### src/scs_cfg.svh
// Purpose: constants for the smart card serial channel
// Assumes: 32-bit Avalon-MM word registers, word addresses
// Notes: offsets are word addresses, one per register
`ifndef SCS_CFG_SVH
`define SCS_CFG_SVH
// ==========================================================
// register offsets
`define SCS_OFF_MODE 4'h0
`define SCS_OFF_RATE 4'h1
`define SCS_OFF_CTRL 4'h2
`define SCS_OFF_TXD 4'h3
`define SCS_OFF_STAT 4'h4
`define SCS_OFF_RXD 4'h5
`define SCS_OFF_CMODE 4'h6
// ==========================================================
// mode register fields
`define SCS_MODE_HOLD 7
`define SCS_MODE_ODD 4
`define SCS_MODE_RST 8'h00
// control register fields
`define SCS_CTRL_TIE 7
`define SCS_CTRL_RIE 6
`define SCS_CTRL_TE 5
`define SCS_CTRL_RE 4
`define SCS_CTRL_TX_END_IRQ_ENABLE 2
`define SCS_CTRL_CLV 1
`define SCS_CTRL_CKE 0
`define SCS_CTRL_RST 8'h00
// status register fields
`define SCS_ST_TBE 7
`define SCS_ST_RBF 6
`define SCS_ST_OVR 5
`define SCS_ST_ERS 4
`define SCS_ST_PER 3
`define SCS_ST_TDN 2
`define SCS_STAT_RST 8'h84
// card mode register fields
`define SCS_CM_ORDER 3
`define SCS_CM_INV 2
`define SCS_CM_EN 0
`define SCS_CMODE_RST 8'h00
`define SCS_RATE_RST 8'hff
// ==========================================================
// timing: elementary time unit is 372 base clocks
`define SCS_ETU_CLKS 372
`define SCS_SAMPLE_CLK 186
`define SCS_BITS_FRAME 10
`define SCS_ERR_BITS 2
`endif

### src/scs_pkg.sv
// Purpose: types for the smart card serial channel
// Assumes: scs_cfg.svh holds the numbers
// Notes: none
package scs_pkg;
  typedef enum logic [2:0] {SCS_IDLE, SCS_TX_BITS, SCS_TX_GUARD, SCS_RX_BITS,
                            SCS_RX_ERR, SCS_RX_GUARD} scs_state_t;
endpackage : scs_pkg

### src/scs_baud.sv
// Purpose: base clock tick generator for the card clock and bit timing
// Assumes: rate divides ref_clk into base clock ticks
// Notes: card clock toggles each tick, giving 372 base ticks per bit
`timescale 1ns/10ps
module scs_baud
  import scs_pkg::*;
(
  input wire logic ref_clk, // system clock
  input wire logic nrst, // async reset, active low
  input wire logic [7:0] rate, // divider value
  input wire logic [1:0] prescale, // prescale select
  output logic tick // one base clock pulse
);
  logic [13:0] cnt_reg;
  // one bit wider than the counter: rate 255 with prescale 3 reaches 16384
  logic [14:0] limit;
  logic [14:0] cnt_inc;
  logic wrap;
  assign limit = ({7'h00, rate} + 15'h0001) << {prescale, 1'b0};
  assign cnt_inc = {1'b0, cnt_reg} + 15'h0001;
  assign wrap = cnt_inc >= limit;
  always_ff @(posedge ref_clk or negedge nrst) begin
    if (!nrst) begin
      cnt_reg <= 14'h0000;
      tick <= 1'b0;
    end else begin
      tick <= wrap;
      cnt_reg <= wrap ? 14'h0000 : cnt_inc[13:0];
    end
  end
endmodule : scs_baud

### src/scs_sync.sv
// Purpose: two flop synchroniser for a pin input
// Assumes: nothing
// Notes: resets to high, the idle line level
`timescale 1ns/10ps
module scs_sync
  import scs_pkg::*;
(
  input wire logic ref_clk, // system clock
  input wire logic nrst, // async reset, active low
  input wire logic din, // asynchronous input
  output logic dout // synchronised level
);
  logic meta_reg;
  always_ff @(posedge ref_clk or negedge nrst) begin
    if (!nrst) begin
      meta_reg <= 1'b1;
      dout <= 1'b1;
    end else begin
      meta_reg <= din;
      dout <= meta_reg;
    end
  end
endmodule : scs_sync

### src/scs_top.sv
// Purpose: smart card mode serial channel with Avalon-MM registers
// Assumes: ref_clk 10 MHz, card on half-duplex data line with pull-up
`timescale 1ns/10ps
`include "scs_cfg.svh"
module scs_top
  import scs_pkg::*;
(
  input wire logic ref_clk, // 10 MHz system clock
  input wire logic nrst, // async reset, active low
  input wire logic [2:0] avs_address, // word address
  input wire logic avs_read, // read strobe
  input wire logic avs_write, // write strobe
  input wire logic [31:0] avs_writedata, // write data
  input wire logic [3:0] avs_byteenable, // byte lanes
  output logic [31:0] avs_readdata, // read data
  output logic avs_waitrequest, // stall
  input wire logic dma_tx_write, // dma writes next transmit byte
  input wire logic [7:0] dma_tx_data, // dma transmit byte
  input wire logic dma_rx_read, // dma reads receive byte
  input wire logic serial_in_pin, // data line level
  output logic serial_out_pin, // data line drive value
  output logic serial_out_oe, // data line drive enable
  output logic card_clock_pin, // card clock out
  output logic card_clock_oe, // card clock drive enable
  output logic tx_irq, // transmit interrupt
  output logic rx_irq, // receive interrupt
  output logic error_irq, // error interrupt
  output logic tx_end_irq // transmit-end, always low here
);
  // ==========================================================
  // registers and state
  logic [7:0] mode_reg, bit_rate_reg, control_reg, card_mode_reg;
  logic [7:0] tx_data_reg, rx_data_reg, status_reg;
  logic [7:0] status_next;
  scs_state_t state_reg;
  logic [8:0] tick_cnt_reg;
  logic [3:0] bit_cnt_reg;
  logic [9:0] shift_reg;
  logic par_bad_reg, line_prev_reg, ack_reg, ck_reg;
  logic tick, line_s;
  function automatic logic [7:0] conv(input logic [7:0] d, input logic rev, input logic inv);
    logic [7:0] r;
    r = rev ? {d[0], d[1], d[2], d[3], d[4], d[5], d[6], d[7]} : d;
    conv = inv ? ~r : r;
  endfunction : conv
  scs_baud u_baud (
    .ref_clk(ref_clk),
    .nrst(nrst),
    .rate(bit_rate_reg),
    .prescale(mode_reg[1:0]),
    .tick(tick)
  );
  scs_sync u_sync (
    .ref_clk(ref_clk),
    .nrst(nrst),
    .din(serial_in_pin),
    .dout(line_s)
  );
  // ==========================================================
  // decode
  // a write lands at the edge where the master sees waitrequest low,
  // which is the second cycle of the access, when ack_reg is up
  wire bus_wr = avs_write && avs_byteenable[0] && ack_reg;
  wire wr_mode = bus_wr && avs_address == `SCS_OFF_MODE;
  wire wr_rate = bus_wr && avs_address == `SCS_OFF_RATE;
  wire wr_ctrl = bus_wr && avs_address == `SCS_OFF_CTRL;
  wire wr_txd = bus_wr && avs_address == `SCS_OFF_TXD;
  wire wr_stat = bus_wr && avs_address == `SCS_OFF_STAT;
  wire wr_cmode = bus_wr && avs_address == `SCS_OFF_CMODE;
  wire en_card = card_mode_reg[`SCS_CM_EN];
  wire tx_en = control_reg[`SCS_CTRL_TE] && en_card;
  wire rx_en = control_reg[`SCS_CTRL_RE] && en_card;
  wire hold = mode_reg[`SCS_MODE_HOLD];
  wire bit_mid = tick && tick_cnt_reg == 9'(`SCS_SAMPLE_CLK - 1);
  wire bit_end = tick && tick_cnt_reg == 9'(`SCS_ETU_CLKS - 1);
  wire tx_load = wr_txd || dma_tx_write;
  wire [7:0] tx_byte = wr_txd ? avs_writedata[7:0] : dma_tx_data;
  wire [7:0] tx_conv = conv(tx_data_reg, card_mode_reg[`SCS_CM_ORDER],
                            card_mode_reg[`SCS_CM_INV]);
  // parity over line levels, odd sense per mode bit
  wire tx_par = ^tx_conv ^ mode_reg[`SCS_MODE_ODD];
  wire start_tx = state_reg == SCS_IDLE && tx_en && !status_reg[`SCS_ST_TBE];
  wire start_rx = state_reg == SCS_IDLE && rx_en && !tx_en && line_prev_reg && !line_s;
  // at the parity sample the data bits sit in [9:2] and the start bit in [1]
  wire rx_par_bad = (^shift_reg[9:2]) ^ mode_reg[`SCS_MODE_ODD] ^ line_s;
  // events
  wire ev_tx_ok, ev_tx_err, ev_rx_ok, ev_rx_par, ev_rx_ovr;
  // done after guard (normal) or right after error window (hold mode)
  wire tx_win = state_reg == SCS_TX_GUARD && bit_cnt_reg == 4'h1 && bit_mid;
  assign ev_tx_err = tx_win && !line_s;
  assign ev_tx_ok = state_reg == SCS_TX_GUARD && bit_end && !par_bad_reg &&
                    (hold ? bit_cnt_reg == 4'h1 : bit_cnt_reg == 4'h2);
  wire rx_last = state_reg == SCS_RX_BITS && bit_cnt_reg == 4'(`SCS_BITS_FRAME - 1) && bit_mid;
  assign ev_rx_par = rx_last && rx_par_bad;
  assign ev_rx_ovr = rx_last && !rx_par_bad && status_reg[`SCS_ST_RBF];
  assign ev_rx_ok = rx_last && !rx_par_bad && !status_reg[`SCS_ST_RBF];
  // ==========================================================
  // status flags: hardware set wins over software clear
  always_comb begin
    status_next = status_reg;
    if (wr_stat) begin
      // software may only clear flags, by writing zero
      status_next = status_reg & (avs_writedata[7:0] | 8'h03);
    end
    if (tx_load) begin
      status_next[`SCS_ST_TBE] = 1'b0;
      status_next[`SCS_ST_TDN] = 1'b0;
    end
    if (dma_tx_write) begin
      status_next[`SCS_ST_TDN] = 1'b0;
    end
    // a software read of rx data leaves the flag; software clears it by a status write
    if (dma_rx_read) begin
      status_next[`SCS_ST_RBF] = 1'b0;
    end
    if (ev_tx_ok) begin
      status_next[`SCS_ST_TDN] = 1'b1;
      status_next[`SCS_ST_TBE] = 1'b1;
    end
    if (ev_tx_err) begin
      status_next[`SCS_ST_ERS] = 1'b1;
    end
    if (ev_rx_ok) begin
      status_next[`SCS_ST_RBF] = 1'b1;
    end
    if (ev_rx_par) begin
      status_next[`SCS_ST_PER] = 1'b1;
    end
    if (ev_rx_ovr) begin
      status_next[`SCS_ST_OVR] = 1'b1;
    end
    status_next[1:0] = 2'b00;
  end
  // ==========================================================
  // bus slave: one wait cycle per access
  always_ff @(posedge ref_clk or negedge nrst) begin
    if (!nrst) begin
      ack_reg <= 1'b0;
      avs_readdata <= 32'h0000_0000;
    end else begin
      ack_reg <= (avs_read || avs_write) && !ack_reg;
      case (avs_address)
        `SCS_OFF_MODE: avs_readdata <= {24'h000000, mode_reg};
        `SCS_OFF_RATE: avs_readdata <= {24'h000000, bit_rate_reg};
        `SCS_OFF_CTRL: avs_readdata <= {24'h000000, control_reg};
        `SCS_OFF_TXD: avs_readdata <= {24'h000000, tx_data_reg};
        `SCS_OFF_STAT: avs_readdata <= {24'h000000, status_reg};
        `SCS_OFF_RXD: avs_readdata <= {24'h000000, rx_data_reg};
        `SCS_OFF_CMODE: avs_readdata <= {24'h000000, card_mode_reg & 8'h0d};
        default: avs_readdata <= 32'h0000_0000;
      endcase
    end
  end
  assign avs_waitrequest = (avs_read || avs_write) && !ack_reg;
  // ==========================================================
  // software registers
  always_ff @(posedge ref_clk or negedge nrst) begin
    if (!nrst) begin
      mode_reg <= `SCS_MODE_RST;
      bit_rate_reg <= `SCS_RATE_RST;
      control_reg <= `SCS_CTRL_RST;
      card_mode_reg <= `SCS_CMODE_RST;
      tx_data_reg <= 8'h00;
      status_reg <= `SCS_STAT_RST;
    end else begin
      if (wr_mode) mode_reg <= avs_writedata[7:0];
      if (wr_rate) bit_rate_reg <= avs_writedata[7:0];
      if (wr_ctrl) control_reg <= avs_writedata[7:0];
      if (wr_cmode) card_mode_reg <= avs_writedata[7:0];
      if (tx_load) tx_data_reg <= tx_byte;
      status_reg <= status_next;
    end
  end
  // ==========================================================
  // frame engine
  always_ff @(posedge ref_clk or negedge nrst) begin
    if (!nrst) begin
      state_reg <= SCS_IDLE;
      tick_cnt_reg <= 9'h000;
      bit_cnt_reg <= 4'h0;
      shift_reg <= 10'h3ff;
      par_bad_reg <= 1'b0;
      line_prev_reg <= 1'b1;
      rx_data_reg <= 8'h00;
    end else begin
      line_prev_reg <= line_s;
      if (tick) tick_cnt_reg <= bit_end ? 9'h000 : tick_cnt_reg + 9'h001;
      case (state_reg)
        SCS_IDLE: begin
          bit_cnt_reg <= 4'h0;
          par_bad_reg <= 1'b0;
          if (start_tx && tick) begin
            shift_reg <= {tx_par, tx_conv, 1'b0};
            // start bit gets a full 372 ticks like every other bit
            tick_cnt_reg <= 9'h000;
            state_reg <= SCS_TX_BITS;
          end else if (start_rx) begin
            tick_cnt_reg <= 9'h000;
            state_reg <= SCS_RX_BITS;
          end
        end
        SCS_TX_BITS: if (!tx_en) state_reg <= SCS_IDLE;
          else if (bit_end) begin
            shift_reg <= {1'b1, shift_reg[9:1]};
            bit_cnt_reg <= bit_cnt_reg + 4'h1;
            if (bit_cnt_reg == 4'(`SCS_BITS_FRAME - 1)) begin
              bit_cnt_reg <= 4'h1;
              state_reg <= SCS_TX_GUARD;
            end
          end
        SCS_TX_GUARD: begin
          if (ev_tx_err) par_bad_reg <= 1'b1;
          if (!tx_en) state_reg <= SCS_IDLE;
          else if (bit_end) begin
            bit_cnt_reg <= bit_cnt_reg + 4'h1;
            if (bit_cnt_reg == 4'(`SCS_ERR_BITS + 1)) begin
              state_reg <= SCS_IDLE; // resend while buffer still held
            end
          end
        end
        SCS_RX_BITS: if (!rx_en) state_reg <= SCS_IDLE;
          else if (bit_mid) begin
            shift_reg <= {line_s, shift_reg[9:1]};
            bit_cnt_reg <= bit_cnt_reg + 4'h1;
            if (bit_cnt_reg == 4'(`SCS_BITS_FRAME - 1)) begin
              if (!status_reg[`SCS_ST_RBF] || rx_par_bad)
                rx_data_reg <= conv(shift_reg[9:2], card_mode_reg[`SCS_CM_ORDER],
                                    card_mode_reg[`SCS_CM_INV]);
              bit_cnt_reg <= 4'h0;
              state_reg <= rx_par_bad ? SCS_RX_ERR : SCS_RX_GUARD;
            end
          end
        SCS_RX_ERR: if (bit_mid) begin
            bit_cnt_reg <= bit_cnt_reg + 4'h1;
            if (bit_cnt_reg == 4'(`SCS_ERR_BITS)) state_reg <= SCS_RX_GUARD;
          end
        SCS_RX_GUARD: if (bit_end) state_reg <= SCS_IDLE;
        default: state_reg <= SCS_IDLE;
      endcase
    end
  end
  // on tx success leave the buffer empty so no resend happens
  // ==========================================================
  // pins and interrupts
  wire drive_lo = (state_reg == SCS_TX_BITS && !shift_reg[0]) ||
                  (state_reg == SCS_RX_ERR && bit_cnt_reg != 4'h0);
  always_ff @(posedge ref_clk or negedge nrst) begin
    if (!nrst) begin
      serial_out_pin <= 1'b0;
      serial_out_oe <= 1'b0;
      ck_reg <= 1'b0;
      card_clock_pin <= 1'b0;
      card_clock_oe <= 1'b0;
      tx_irq <= 1'b0;
      rx_irq <= 1'b0;
      error_irq <= 1'b0;
      tx_end_irq <= 1'b0;
    end else begin
      serial_out_pin <= 1'b0;
      serial_out_oe <= en_card && drive_lo;
      if (tick) ck_reg <= ~ck_reg;
      card_clock_oe <= en_card && (control_reg[`SCS_CTRL_CKE] || hold);
      card_clock_pin <= (hold && !control_reg[`SCS_CTRL_CKE]) ?
                        control_reg[`SCS_CTRL_CLV] : ck_reg;
      tx_irq <= control_reg[`SCS_CTRL_TIE] && status_next[`SCS_ST_TDN];
      rx_irq <= control_reg[`SCS_CTRL_RIE] && status_next[`SCS_ST_RBF];
      error_irq <= control_reg[`SCS_CTRL_RIE] &&
                   |status_next[`SCS_ST_OVR:`SCS_ST_PER];
      tx_end_irq <= 1'b0;
    end
  end
endmodule : scs_top

### config.mk
export PLATFORM = sky130hd
export DESIGN_NAME = scs_top
export DESIGN_NICKNAME = d
export VERILOG_FILES = /design/src/scs_pkg.sv /design/src/scs_baud.sv /design/src/scs_sync.sv /design/src/scs_top.sv
export VERILOG_INCLUDE_DIRS = /design/src /design/src/src
export SDC_FILE = /design/constraint.sdc
export NUM_CORES = 1
export LEC_CHECK = 0
export ABC_AREA = 1
export BUFFER_PORTS_ARGS = -buffer_cell sky130_fd_sc_hd__buf_2
export CORE_MARGIN = 4
export CORE_UTILIZATION = 45
export CTS_CLUSTER_SIZE = 20
export DETAILED_ROUTE_END_ITERATION = 8
export HOLD_SLACK_MARGIN = 0.1
export MAX_ROUTING_LAYER = met4
export PLACE_DENSITY = 0.67
export RECOVER_POWER = 50
export SYNTH_ARGS = -nofsm -noshare
export SYNTH_HDL_FRONTEND = slang
export SYNTH_HIERARCHICAL = 1
export SYNTH_SLANG_ARGS = --single-unit
### constraint.sdc
create_clock -name ref_clk -period 2.45 [get_ports ref_clk]
set_clock_uncertainty 0.15 [all_clocks]
set_input_delay 0 -clock ref_clk [delete_from_list [all_inputs] [get_ports ref_clk]]
set_output_delay 0 -clock ref_clk [all_outputs]
set_load 0.02 [all_outputs]
==> flow_metrics.tcl <==
set metrics [dict create \
    status "finished, violations left" \
    violations "negative setup slack" \
    largest_reg_flops 14 \
    antenna_found_initial 0 \
    start_util_pct 45.7 \
    ys_ff_latch 110 \
    dr.first_iter.drc_count 443 \
    final_core_util_pct 54.5 \
    port_buffers 41 \
    grt_overflow 0 \
    hold_class "in -> reg" \
    syn_avg_cell_area_sq_um 7.60 \
    min_period_ns 2.59 \
    n_antenna_cell 0 \
    clk_pin_slew_worst_paths_ns 0.08 \
    cts.sinks 110 \
    cp_data_arrival_time_ns 2.69 \
    drv_cap 0 \
    worst_slack_ns -0.136 \
    htree_levels 3 \
    grt_max_degree 46 \
    root_buffer "clkbuf_16" \
    ff_latch_area_sq_um 2780 \
    grt_pass1_wl_mm 29.9 \
    start_kind "flip-flop" \
    max-slew-margin-rel_pct 33.7 \
    ios 95 \
    grt_pass1_vias 5948 \
    synth_area_sq_um 7210 \
    yosysUniqueCellTypes 52 \
    areaGrowthSynthToFinish_pct 19.3 \
    cts_tree "built" \
    dieWidth_um 135 \
    wirelength_mm 18.6 \
    viasPerCell 5.03 \
    drt-pass1-iter-count 5 \
    layout.nets 1132 \
    place_hpwl_mm 13.3 \
    path_max_fanout 8 \
    routabilityCongestion 0.889 \
    rows 46 \
    vias 6419 \
    multi_input_area_sq_um 3960 \
    fill_cells 1496 \
    leakagePower_nw 4.11 \
    finalMaxSlewViolations 0 \
    fmax_mhz 387 \
    finalHoldViolCount 0 \
    fin_crit_sh_pct 106 \
    drc 0 \
    peakVddDrop_v 0.000437 \
    crit_type "reg -> reg" \
    worst_setup_path_end_kind "flip-flop" \
    die_y_um 135 \
    core_area_sq_um 15800 \
    drive_gt1_share_pct 21.2 \
    synth_warnings 6 \
    setup_viol 15 \
    power_w 0.00754 \
    crit_required_ns 2.55 \
    p_per_area_nw_per_um2 877 \
    whs_ns 0.137 \
    worstSkewPairLatency_ns 0.36 \
    ant_nets 0 \
    wl_per_cell_um 14.5 \
    dieArea_sq_um 18100 \
    grt_usage_pct 21.5 \
    worst_pin_slew_ns 0.994 \
    clockBufferDepth 2 \
    cts_buffers 9 \
    synth_cells 949 \
    yosysSeqAreaShare_pct 38.6 \
    rsz0062_at_grt "yes" \
    fin_tns_setup_ns -1.83 \
]
==> critical path, stage by stage, from the launching register on <==
cell	delay, ns
dfstp_2	0.59
ha_4	0.17
nand2_4	0.05
inv_4	0.07
buf_6	0.10
nand2_4	0.06
nor2_4	0.12
nand2_2	0.06
nand2_1	0.07
nand2_1	0.05
ha_1	0.29
nand2_1	0.06
nor2_2	0.13
nand2_1	0.12
inv_1	0.09
nand2_2	0.09
nand2_4	0.14
nor2_1	0.06
==> metal layers <==
layer  GRT usage [%]  routed length, um  share of wire [%]  up-vias
met5               -                  0                  0        -
met1            28.7               8620                 46     2998
met4            5.60                263                1.4        0
met3            2.79                747                4.0       21
li1                -                  -                  -     3248
met2            34.7               8930                 48      152
==> cells in the final DEF (no fill, tap or decap), types with 19 or more instances in the layout <==
cell type / instances
conb_1: 26
o21ai_2: 19
o21ai_0: 70
inv_1: 103
dlygate4sd3_1: 42
nand2_1: 247
dfrtp_1: 87
nor2_2: 22
nand3_1: 66
buf_2: 25
nand2_2: 30
dfstp_2: 22
xor2_1: 19
nor2_1: 50
buf_4: 26
==> logic make-up (layout without fill, tap and decap cells) <==
family          Yosys count  in the layout  share of synthesized area, %
fa+ha+maj                23             23                          3.99
other cells               1             26                        0.0520
compound gates          160            160                          13.7
flops                   110            110                          38.6
buf+inv                 166            251                          10.8
simple gates            467            468                          30.3
xor+xnor                 22             22                          2.67
==> power breakdown <==
part | internal (W) | switching (W)
combinational | 0.00124 | 0.00234
clock | 0.000703 | 0.000718
sequential | 0.00225 | 0.000301
==> area by class of cell <==
class	count	share of cell area, %
clock buffer	9	2.62
clock inverter	7	0.698
inverter	121	5.40
multi-input combinational	699	46.0
sequential	110	32.3
tap	216	3.14
timing repair buffer	114	9.83
==> what timing repair did <==
action,4_1_cts,5_1_grt
setup endpoints to repair,15,31
setup buffers,1,2
endpoints found under the hold margin,148,1
cloned,1,0
hold buffers,41,2
pin swaps,16,11
resized for setup,18,32
==> worst paths after layout <==
| kind | startpoint | endpoint | slack (ns) | cells after the start |
|---|---|---|---|---|
| max | bit_rate_reg[1]$_DFFE_PN1P_ | u_baud/cnt_reg[0]$_DFF_PN0_ | -0.14 | 17 |
| min | serial_in_pin | u_sync/meta_reg$_DFF_PN1_ | 0.14 | 2 |
| max reg2reg | bit_rate_reg[1]$_DFFE_PN1P_ | u_baud/cnt_reg[0]$_DFF_PN0_ | -0.14 | 17 |
| min reg2reg | u_sync/meta_reg$_DFF_PN1_ | u_sync/dout$_DFF_PN1_ | 0.21 | 0 |
| max in group asynchronous | nrst | u_baud/cnt_reg[13]$_DFF_PN0_ | 0.19 | 4 |
| min in group asynchronous | nrst | u_baud/cnt_reg[5]$_DFF_PN0_ | 0.73 | 3 |
==> metrics by stage <==
step                instances  area, sq um  setup WS, ns
finish                   1276         8600        -0.136
detailed placement       1213         7700        -0.255
CTS                      1272         8480       -0.0916
global route             1276         8600        -0.252
global placement         1213         7700        -0.182
floorplan                 974         7320       -0.0366
==> synth_stat cells (all sizes together) <==
cell type	count	share of area [%]
inv	120	6.3
buf	40	4.1
a21o	2	0.21
clkinv	1	0.052
nand3	72	5.2
a21boi	4	0.42
a211oi	1	0.10
nand2	283	16
dfrtp	87	30
ha	23	4.0
xor2	19	2.3
nor4	1	0.29
o211ai	8	0.83
o21ai	102	8.0
a2bb2oi	1	0.12
a31oi	2	0.17
or2	3	0.26
o221ai	8	0.97
xnor2	3	0.36
nand4	6	0.52
conb	1	0.052
clkbuf	5	0.26
nand3b	2	0.21
a221oi	7	0.85
nor3b	1	0.10
o22ai	4	0.35
o2111ai	3	0.36
o21bai	1	0.10
dfstp	23	8.4
nor3	19	2.7
nor2	80	5.2
a21oi	16	1.1
a22o	1	0.12
(Power assumes the default switching activity.)
